### src/scs_consts.vh
// constants for the system clock select control block
`ifndef SCS_CONSTS_VH
`define SCS_CONSTS_VH

// register map (byte address on the register port)
`define SCS_ADDR_W 8
`define SCS_DATA_W 8
`define SCS_CLOCK_CONTROL_ADDR 8'hD8

// clock_control field positions
`define SCS_SLOW_SOURCE_SEL_BIT 7
`define SCS_FAST_SOURCE_SEL_BIT 6
`define SCS_SLOW_CLK_HALT_EN_BIT 5
`define SCS_IDLE_PERIPH_CLK_STOP_BIT 4
`define SCS_FAST_OSC_STOP_BIT 3
`define SCS_SYS_CLK_FAST_SEL_BIT 2
`define SCS_SYS_CLK_DIVIDER_MSB 1
`define SCS_SYS_CLK_DIVIDER_LSB 0

// reset values
`define SCS_DIVIDER_RESET 2'h3
`define SCS_RDATA_IDLE 8'h00

// divider codes and the ratios they select
`define SCS_DIV_CODE_16 2'h0
`define SCS_DIV_CODE_4 2'h1
`define SCS_DIV_CODE_2 2'h2
`define SCS_DIV_CODE_1 2'h3
`define SCS_DIV_TERM_16 4'hF
`define SCS_DIV_TERM_4 4'h3
`define SCS_DIV_TERM_2 4'h1
`define SCS_DIV_TERM_1 4'h0

// longest delay before a new ratio applies, in clock cycles
`define SCS_DIV_SETTLE_CYCLES 16

`endif

### src/scs_clock_control.v
// system clock source selection, prescaler and power-saving gating control
//
// Contract
// - slow source RC/crystal; change only in fast mode
// - fast source RC/crystal; change only in slow mode
// - fast crystal selected drives high oscillator gain
// - slow halt enable plus power-down stops slow clock
// - peripheral stop bit gates timers, serial in idle
// - fast stop halts fast osc in slow or idle; change in slow only
// - system clock select changes only while fast running
// - divider codes 16,4,2,1; resets to 11
// - new divider ratio applies within 16 cycles
//
// The implementer's own choice: the address-and-strobe port.
`timescale 1ns/1ps
`include "scs_consts.vh"

module scs_clock_control (
  // clock, reset and clock enable
  input wire MCLK_IN,
  input wire RST_IN,
  input wire CE_IN,
  // register port
  input wire [`SCS_ADDR_W-1:0] REG_ADDR_IN,
  input wire [`SCS_DATA_W-1:0] REG_WDATA_IN,
  input wire REG_WR_IN,
  input wire REG_RD_IN,
  output reg [`SCS_DATA_W-1:0] REG_RDATA_OUT,
  // operating mode from the core
  input wire POWER_DOWN_BIT_IN,
  input wire IDLE_MODE_IN,
  // oscillator controls
  output reg SLOW_CRYSTAL_EN_OUT,
  output reg SLOW_OSC_RUN_OUT,
  output reg FAST_CRYSTAL_EN_OUT,
  output reg FAST_XTAL_HIGH_GAIN_OUT,
  output reg FAST_OSC_RUN_OUT,
  // system and peripheral clock controls
  output reg SYS_CLK_FAST_SEL_OUT,
  output wire SYS_CLK_TICK_OUT,
  output reg PERIPH_CLK_EN_OUT
);

  // clock_control fields
  reg slow_source_sel_reg; // 0 internal rc, 1 crystal
  reg fast_source_sel_reg; // 0 internal rc, 1 crystal
  reg slow_clk_halt_en_reg; // stop slow clock on power-down
  reg idle_periph_clk_stop_reg; // gate peripherals in idle
  reg fast_osc_stop_reg; // stop fast osc in slow or idle
  reg sys_clk_fast_sel_reg; // 0 slow, 1 fast
  reg [1:0] sys_clk_divider_reg; // prescaler code

  // next values of the fields
  reg slow_source_sel_next;
  reg fast_source_sel_next;
  reg slow_clk_halt_en_next;
  reg idle_periph_clk_stop_next;
  reg fast_osc_stop_next;
  reg sys_clk_fast_sel_next;
  reg [1:0] sys_clk_divider_next;

  // decoded register port strobes
  reg ctl_wr;
  reg ctl_rd;

  // register image as software sees it
  wire [`SCS_DATA_W-1:0] ctl_image;

  // gating terms computed from the current fields
  reg slow_run_next;
  reg fast_run_next;
  reg periph_en_next;

  // operating mode as the write restrictions see it
  wire fast_mode; // fast clock drives the system
  wire slow_mode; // slow clock drives the system
  wire fast_osc_free; // fast oscillator not held stopped

  // write data split into the register fields
  wire wr_slow_source_sel; // new slow source choice
  wire wr_fast_source_sel; // new fast source choice
  wire wr_slow_clk_halt_en; // new slow halt enable
  wire wr_idle_periph_clk_stop; // new idle peripheral gate
  wire wr_fast_osc_stop; // new fast oscillator stop
  wire wr_sys_clk_fast_sel; // new system clock choice
  wire [1:0] wr_sys_clk_divider; // new prescaler code

  // per-field write permission, judged on the value before the write
  reg slow_source_wr_ok; // slow source writable
  reg fast_source_wr_ok; // fast source writable
  reg fast_osc_stop_wr_ok; // fast stop writable
  reg sys_clk_sel_wr_ok; // system select writable

  // power-saving requests ahead of the registered run enables
  reg slow_halt_req; // power-down with slow halt enabled
  reg fast_stop_req; // fast stop in slow or idle operation
  reg periph_gate_req; // idle with peripheral gating enabled

  // crystal pin and gain controls ahead of their flip-flops
  reg slow_xtal_next; // slow pins become crystal pins
  reg fast_xtal_next; // fast pins become crystal pins
  reg fast_gain_next; // high oscillator gain for the fast crystal

  // the port address selects the control register
  wire ctl_hit;

  // address match for the single mapped register
  assign ctl_hit = (REG_ADDR_IN == `SCS_CLOCK_CONTROL_ADDR);

  // mode decode from the stored select and stop bits
  assign fast_mode = sys_clk_fast_sel_reg;
  assign slow_mode = !sys_clk_fast_sel_reg;
  assign fast_osc_free = !fast_osc_stop_reg;

  // pick the fields out of the write data
  assign wr_slow_source_sel = REG_WDATA_IN[`SCS_SLOW_SOURCE_SEL_BIT];
  assign wr_fast_source_sel = REG_WDATA_IN[`SCS_FAST_SOURCE_SEL_BIT];
  assign wr_slow_clk_halt_en = REG_WDATA_IN[`SCS_SLOW_CLK_HALT_EN_BIT];
  assign wr_idle_periph_clk_stop = REG_WDATA_IN[`SCS_IDLE_PERIPH_CLK_STOP_BIT];
  assign wr_fast_osc_stop = REG_WDATA_IN[`SCS_FAST_OSC_STOP_BIT];
  assign wr_sys_clk_fast_sel = REG_WDATA_IN[`SCS_SYS_CLK_FAST_SEL_BIT];
  assign wr_sys_clk_divider = REG_WDATA_IN[`SCS_SYS_CLK_DIVIDER_MSB:`SCS_SYS_CLK_DIVIDER_LSB];

  // assemble the readable image
  assign ctl_image = {slow_source_sel_reg,
                      fast_source_sel_reg,
                      slow_clk_halt_en_reg,
                      idle_periph_clk_stop_reg,
                      fast_osc_stop_reg,
                      sys_clk_fast_sel_reg,
                      sys_clk_divider_reg};

  // address decode for the single control register
  always @* begin
    ctl_wr = 1'b0;
    ctl_rd = 1'b0;
    if (REG_WR_IN && ctl_hit) begin
      // write hits the control register
      ctl_wr = 1'b1;
    end else if (REG_RD_IN && ctl_hit) begin
      // read hits the control register
      ctl_rd = 1'b1;
    end
  end

  // restricted fields may only change in their own operating mode;
  // an illegal change is quietly dropped, there is no error flag
  always @* begin
    // default: nothing restricted may change
    slow_source_wr_ok = 1'b0;
    fast_source_wr_ok = 1'b0;
    fast_osc_stop_wr_ok = 1'b0;
    sys_clk_sel_wr_ok = 1'b0;
    if (ctl_wr) begin
      // slow source only while the fast clock drives the system
      slow_source_wr_ok = fast_mode;
      // fast source only while the slow clock drives the system
      fast_source_wr_ok = slow_mode;
      // fast stop only while the slow clock is selected
      fast_osc_stop_wr_ok = slow_mode;
      // system select only while the fast oscillator may run
      sys_clk_sel_wr_ok = fast_osc_free;
    end
  end

  // write filtering: a restricted bit keeps its value when its mode is
  // not active, while the unrestricted bits of the same write land
  always @* begin
    // default: hold every field
    slow_source_sel_next = slow_source_sel_reg;
    fast_source_sel_next = fast_source_sel_reg;
    slow_clk_halt_en_next = slow_clk_halt_en_reg;
    idle_periph_clk_stop_next = idle_periph_clk_stop_reg;
    fast_osc_stop_next = fast_osc_stop_reg;
    sys_clk_fast_sel_next = sys_clk_fast_sel_reg;
    sys_clk_divider_next = sys_clk_divider_reg;
    if (ctl_wr) begin
      // slow source lands only when permitted
      if (slow_source_wr_ok) begin
        slow_source_sel_next = wr_slow_source_sel;
      end
      // fast source lands only when permitted
      if (fast_source_wr_ok) begin
        fast_source_sel_next = wr_fast_source_sel;
      end
      // unrestricted gating controls always land
      slow_clk_halt_en_next = wr_slow_clk_halt_en;
      idle_periph_clk_stop_next = wr_idle_periph_clk_stop;
      // fast stop lands only when permitted
      if (fast_osc_stop_wr_ok) begin
        fast_osc_stop_next = wr_fast_osc_stop;
      end
      // system select lands only when permitted
      if (sys_clk_sel_wr_ok) begin
        sys_clk_fast_sel_next = wr_sys_clk_fast_sel;
      end
      // prescaler code always writable
      sys_clk_divider_next = wr_sys_clk_divider;
    end
  end

  // control register storage, frozen while the clock enable is low
  always @(posedge MCLK_IN or posedge RST_IN) begin
    if (RST_IN) begin
      slow_source_sel_reg <= 1'b0;
      fast_source_sel_reg <= 1'b0;
      slow_clk_halt_en_reg <= 1'b0;
      idle_periph_clk_stop_reg <= 1'b0;
      fast_osc_stop_reg <= 1'b0;
      sys_clk_fast_sel_reg <= 1'b0;
      sys_clk_divider_reg <= `SCS_DIVIDER_RESET;
    end else if (CE_IN) begin
      slow_source_sel_reg <= slow_source_sel_next;
      fast_source_sel_reg <= fast_source_sel_next;
      slow_clk_halt_en_reg <= slow_clk_halt_en_next;
      idle_periph_clk_stop_reg <= idle_periph_clk_stop_next;
      fast_osc_stop_reg <= fast_osc_stop_next;
      sys_clk_fast_sel_reg <= sys_clk_fast_sel_next;
      sys_clk_divider_reg <= sys_clk_divider_next;
    end
  end

  // read data: valid only in the cycle after the read strobe,
  // zero otherwise and for unmapped addresses
  always @(posedge MCLK_IN or posedge RST_IN) begin
    if (RST_IN) begin
      REG_RDATA_OUT <= `SCS_RDATA_IDLE;
    end else if (CE_IN) begin
      if (ctl_rd) begin
        // mapped read returns the live image
        REG_RDATA_OUT <= ctl_image;
      end else begin
        // no read or unmapped address
        REG_RDATA_OUT <= `SCS_RDATA_IDLE;
      end
    end
  end

  // gating decisions from the fields and the core's mode
  always @* begin
    // slow oscillator halts once power-down is entered with halt enabled
    slow_halt_req = slow_clk_halt_en_reg && POWER_DOWN_BIT_IN;
    // fast oscillator stops in slow mode or idle when its stop bit is set
    fast_stop_req = fast_osc_stop_reg && (slow_mode || IDLE_MODE_IN);
    // serial port and timer clocks gated during idle
    periph_gate_req = idle_periph_clk_stop_reg && IDLE_MODE_IN;
    // run enables are the inverse of the requests
    slow_run_next = !slow_halt_req;
    fast_run_next = !fast_stop_req;
    periph_en_next = !periph_gate_req;
  end

  // crystal pin and gain controls follow the source selectors
  always @* begin
    // a set selector turns its two port pins into crystal pins
    slow_xtal_next = slow_source_sel_reg;
    fast_xtal_next = fast_source_sel_reg;
    // the fast crystal is always driven with the high gain setting
    fast_gain_next = fast_source_sel_reg;
  end

  // registered crystal pin controls, so the pins never see a glitch
  always @(posedge MCLK_IN or posedge RST_IN) begin
    if (RST_IN) begin
      // both sources start on their internal rc oscillators
      SLOW_CRYSTAL_EN_OUT <= 1'b0;
      FAST_CRYSTAL_EN_OUT <= 1'b0;
      FAST_XTAL_HIGH_GAIN_OUT <= 1'b0;
    end else if (CE_IN) begin
      SLOW_CRYSTAL_EN_OUT <= slow_xtal_next;
      FAST_CRYSTAL_EN_OUT <= fast_xtal_next;
      FAST_XTAL_HIGH_GAIN_OUT <= fast_gain_next;
    end
  end

  // registered oscillator run enables; both oscillators run out of reset
  always @(posedge MCLK_IN or posedge RST_IN) begin
    if (RST_IN) begin
      SLOW_OSC_RUN_OUT <= 1'b1;
      FAST_OSC_RUN_OUT <= 1'b1;
    end else if (CE_IN) begin
      SLOW_OSC_RUN_OUT <= slow_run_next;
      FAST_OSC_RUN_OUT <= fast_run_next;
    end
  end

  // registered clock-tree controls
  always @(posedge MCLK_IN or posedge RST_IN) begin
    if (RST_IN) begin
      // slow clock selected, peripherals clocked
      SYS_CLK_FAST_SEL_OUT <= 1'b0;
      PERIPH_CLK_EN_OUT <= 1'b1;
    end else if (CE_IN) begin
      // system clock mux select
      SYS_CLK_FAST_SEL_OUT <= sys_clk_fast_sel_reg;
      // peripheral clock enable
      PERIPH_CLK_EN_OUT <= periph_en_next;
    end
  end

  // prescaler on the selected clock; its tick is a flip-flop output
  scs_prescaler #(
    .CNT_W(4)
  ) u_prescaler (
    .clk_in(MCLK_IN),
    .rst_in(RST_IN),
    .ce_in(CE_IN),
    .div_code_in(sys_clk_divider_reg),
    .tick_out(SYS_CLK_TICK_OUT)
  );

endmodule

### src/scs_prescaler.v
// system clock prescaler producing a one-cycle tick every 1, 2, 4 or 16 cycles
`timescale 1ns/1ps
`include "scs_consts.vh"

module scs_prescaler #(
  parameter CNT_W = 4
) (
  // clock, reset and freeze
  input wire clk_in,
  input wire rst_in,
  input wire ce_in,
  // ratio code from the control register
  input wire [1:0] div_code_in,
  // divided system clock enable
  output reg tick_out
);

  // running count and the terminal value in force
  reg [CNT_W-1:0] cnt_reg;
  reg [CNT_W-1:0] term_reg;
  // terminal value decoded from the code
  reg [CNT_W-1:0] term_next;

  // decode the requested ratio
  always @* begin
    case (div_code_in)
      `SCS_DIV_CODE_16: term_next = `SCS_DIV_TERM_16;
      `SCS_DIV_CODE_4: term_next = `SCS_DIV_TERM_4;
      `SCS_DIV_CODE_2: term_next = `SCS_DIV_TERM_2;
      default: term_next = `SCS_DIV_TERM_1;
    endcase
  end

  // count up; a new ratio is only taken at the wrap so ticks never glitch,
  // and since a period is at most 16 cycles it applies within 16 cycles
  always @(posedge clk_in or posedge rst_in) begin
    if (rst_in) begin
      cnt_reg <= {CNT_W{1'b0}};
      term_reg <= `SCS_DIV_TERM_1;
      tick_out <= 1'b0;
    end else if (ce_in) begin
      if (cnt_reg >= term_reg) begin
        cnt_reg <= {CNT_W{1'b0}};
        term_reg <= term_next;
        tick_out <= 1'b1;
      end else begin
        cnt_reg <= cnt_reg + {{(CNT_W-1){1'b0}}, 1'b1};
        tick_out <= 1'b0;
      end
    end
  end

endmodule

### config.mk
export PLATFORM = sky130hd
export DESIGN_NAME = scs_clock_control
export DESIGN_NICKNAME = d
export VERILOG_FILES = /design/src/scs_clock_control.v /design/src/scs_prescaler.v
export VERILOG_INCLUDE_DIRS = /design/src /design/src/src
export SDC_FILE = /design/constraint.sdc
export NUM_CORES = 1
export LEC_CHECK = 0
export ABC_AREA = 0
export BUFFER_PORTS_ARGS = -buffer_cell sky130_fd_sc_hd__buf_2
export CORE_MARGIN = 2
export CORE_UTILIZATION = 30
export DETAILED_ROUTE_END_ITERATION = 8
export PLACE_DENSITY = 0.63
export SLEW_MARGIN = 15
export SYNTH_ARGS = -nofsm -noshare
export SYNTH_HDL_FRONTEND = slang
export SYNTH_SLANG_ARGS = --single-unit
### constraint.sdc
create_clock -name MCLK_IN -period 4.05 [get_ports MCLK_IN]
set_clock_uncertainty 0.2 [all_clocks]
set_input_delay 0.405 -clock MCLK_IN [delete_from_list [all_inputs] [get_ports MCLK_IN]]
set_output_delay 0.405 -clock MCLK_IN [all_outputs]
set_load 0.02 [all_outputs]
==> run metrics <==
run status completed; detailed-route vias per instance 4.67; final hold vios 0; Avg Cell Area, Syn 11.3 um2; required time of the critical path 4.02 ns; first-pass GRT wire length 4330 um; die extent in y 72.5 um; GRT Total Usage 11.1%; Tmin final 2.11 ns; std cell rows 24; CP Capture Type register; fin util 39.5%; hold path start POWER_DOWN_BIT_IN; worst min path class in2reg; post-CTS setup buffer count 0; Setup Total Neg Slack 0 ns; layout cell share with drive strength beyond 1 43.4%; final setup fails 0; sw frac 28.8%; grt ovf 0; Port Buffer Count 38; Mapped Nets 152; # IOs 39; full die area 5250 um2; combinational share of power 21.0%; Area growth syn-to-layout 24.8%; drt first pass iters 4; Max H-tree Level 2; Clock Power Share 34.8%; # nets final 193; core area 4440 um2; Synth Flop Type dfrtp_1; placed cell count 209; cell area after synthesis 1410 um2; Crit Path Max Fanout 7; Max VDD drop 0.000190 V; CTS resizes 0; cts bufs inserted 5; yosys warns 0; Post-synth EDFFs 0; worst slew pin tran 0.666 ns; R2R Path Start u_prescaler.cnt_reg[3]$_DFFE_PP0P_; Detailed Route Iter0 Violations 33; FF+latch count, synth 30; Seq pwr share 44.2%; Cell variety after synth 30; diode count 0; top post-synthesis cells by area dfrtp_1, dfstp_2, mux2_2; final period utilization 52.0%; CTS tree built; Synth top area share 44.5%; WHS Path Cells 2; DRC viols 0; Mapped Cells 124; Post-DP HPWL 1980 um; Final Non-Filler Cells 218; worst hold slack 0.0743 ns; CTS Buffer Depth 2; DR vias 1017; Setup CP Type reg2reg; R2R depth 5; sequential area share after synthesis 53.8%; Initial Util 31.6%; Slew HR 55.6%; MaxCap Viol Count 0; RSZ-0062 raised after global routing no; clk root buf clkbuf_8; largest net degree at the start of global routing 39; clock latency on the worst-skew pair 0.29 ns; Lkg Pwr 0.000842 uW; Final Wtd Congestion 0.753; Internal Power 580 uW; die width 72.5 um; initial antenna violation count 0; Reg clk slew, reported paths 0.06 ns; max-slew violation count 0; startpoint types register; Yosys top cell by area dfrtp_1; CP arrival 2.08 ns; Clock Sinks 30; NetSw 235 uW; vias in the first global route 940; wire per inst 12.8 um; PD cells 464 nW/um2; origin of the worst setup path u_prescaler.cnt_reg[3]$_DFFE_PP0P_; total routed wirelength 2780 um; ys async rst share 100%; Post-DRT Antenna Nets 0; f_max 0.475 GHz; number of flip-flops in the largest register 8
[synthesized netlist by cell type (all sizes together) (2+ instances only)]
library cell,number
dfrtp,25
inv,18
nand2,13
o22ai,10
mux2,9
o21ai,7
buf,5
dfstp,5
ha,5
nor2,4
a21oi,3
a31oi,3
nor3,2
nor3b,2
nor4,2
or4b,2
[worst max-delay path, cell delays in order (launching register included)]
cell      delay, ns
dfrtp_1        0.42
ha_1           0.31
o211ai_1       0.10
o21ai_1        0.44
nand2_1        0.20
mux2_2         0.32
[layout make-up]
| class | instances | area, um2 |
|---|---|---|
| Sequential cell | 30 | 757 |
| Timing Repair Buffer | 40 | 208 |
| Fill cell | 445 | 2690 |
| Clock buffer | 8 | 110 |
| Inverter | 18 | 67.6 |
| Tap cell | 52 | 65.1 |
| Multi-Input combinational cell | 70 | 548 |
[per-layer routing]
metal  GRT usage, %  part of all wire, %  routed length, um  vias up
met3           5.42                  6.3                176        6
met1           15.0                   48               1320      476
met4           5.56                  2.1                 59        0
met2           14.7                   44               1220       28
li1               -                    -                  -      507
met5              0                    0                  0        -
[power groups by stage]
stage / clock network, uW / logic, uW / registers [uW]
floorplan: 0 / 127 / 363
global route: 304 / 202 / 364
global placement: 0 / 168 / 365
detailed placement: 0 / 175 / 366
CTS: 290 / 174 / 361
finish: 283 / 171 / 360
[kinds of logic (layout without fill, tap and decap cells)]
family / Yosys count / count (layout) / synth area share [%]
AOI/OAI and AO/OA: 27 / 27 / 15.2
adders and majority gates: 5 / 5 / 4.45
buffers and inverters: 24 / 66 / 7.21
DFF: 30 / 30 / 53.8
muxes: 10 / 10 / 7.92
and+or+nand+nor: 28 / 28 / 11.4
[repair_timing]
| item | 4_1_cts | 5_1_grt |
|---|---|---|
| hold endpoints to repair | 5 | 0 |
| hold buffers | 1 | 0 |
| endpoints found under the setup margin | 0 | 0 |
[cell usage in the layout, fill, tap and decap left out, types with 5 or more instances in the layout]
cell / instances
inv_1: 18
buf_2: 38
o22ai_2: 8
ha_1: 5
mux2_2: 9
dfrtp_1: 25
dfstp_2: 5
o21ai_0: 6
clkbuf_8: 8
nand2_1: 13
[final timing paths]
path / end / slack, ns
min in group asynchronous: u_prescaler.tick_out$_DFFE_PP0P_ / 0.53
min reg2reg: SLOW_OSC_RUN_OUT$_DFFE_PP1P_ / 0.25
max in group asynchronous: PERIPH_CLK_EN_OUT$_DFFE_PP1P_ / 2.80
max reg2reg: u_prescaler.term_reg[2]$_DFFE_PP0P_ / 1.94
min: SLOW_OSC_RUN_OUT$_DFFE_PP1P_ / 0.07
max: u_prescaler.term_reg[2]$_DFFE_PP0P_ / 1.94
[per-stage QoR]
step	setup slack [ns]	area [um2]	power, uW
after floorplan	2.05	1410	491
after global placement	1.83	1640	533
after detailed placement	1.80	1640	541
after CTS	1.95	1760	825
after global routing	1.82	1760	871
final	1.94	1760	815
No activity file was read; power rests on OpenSTA's default activity.
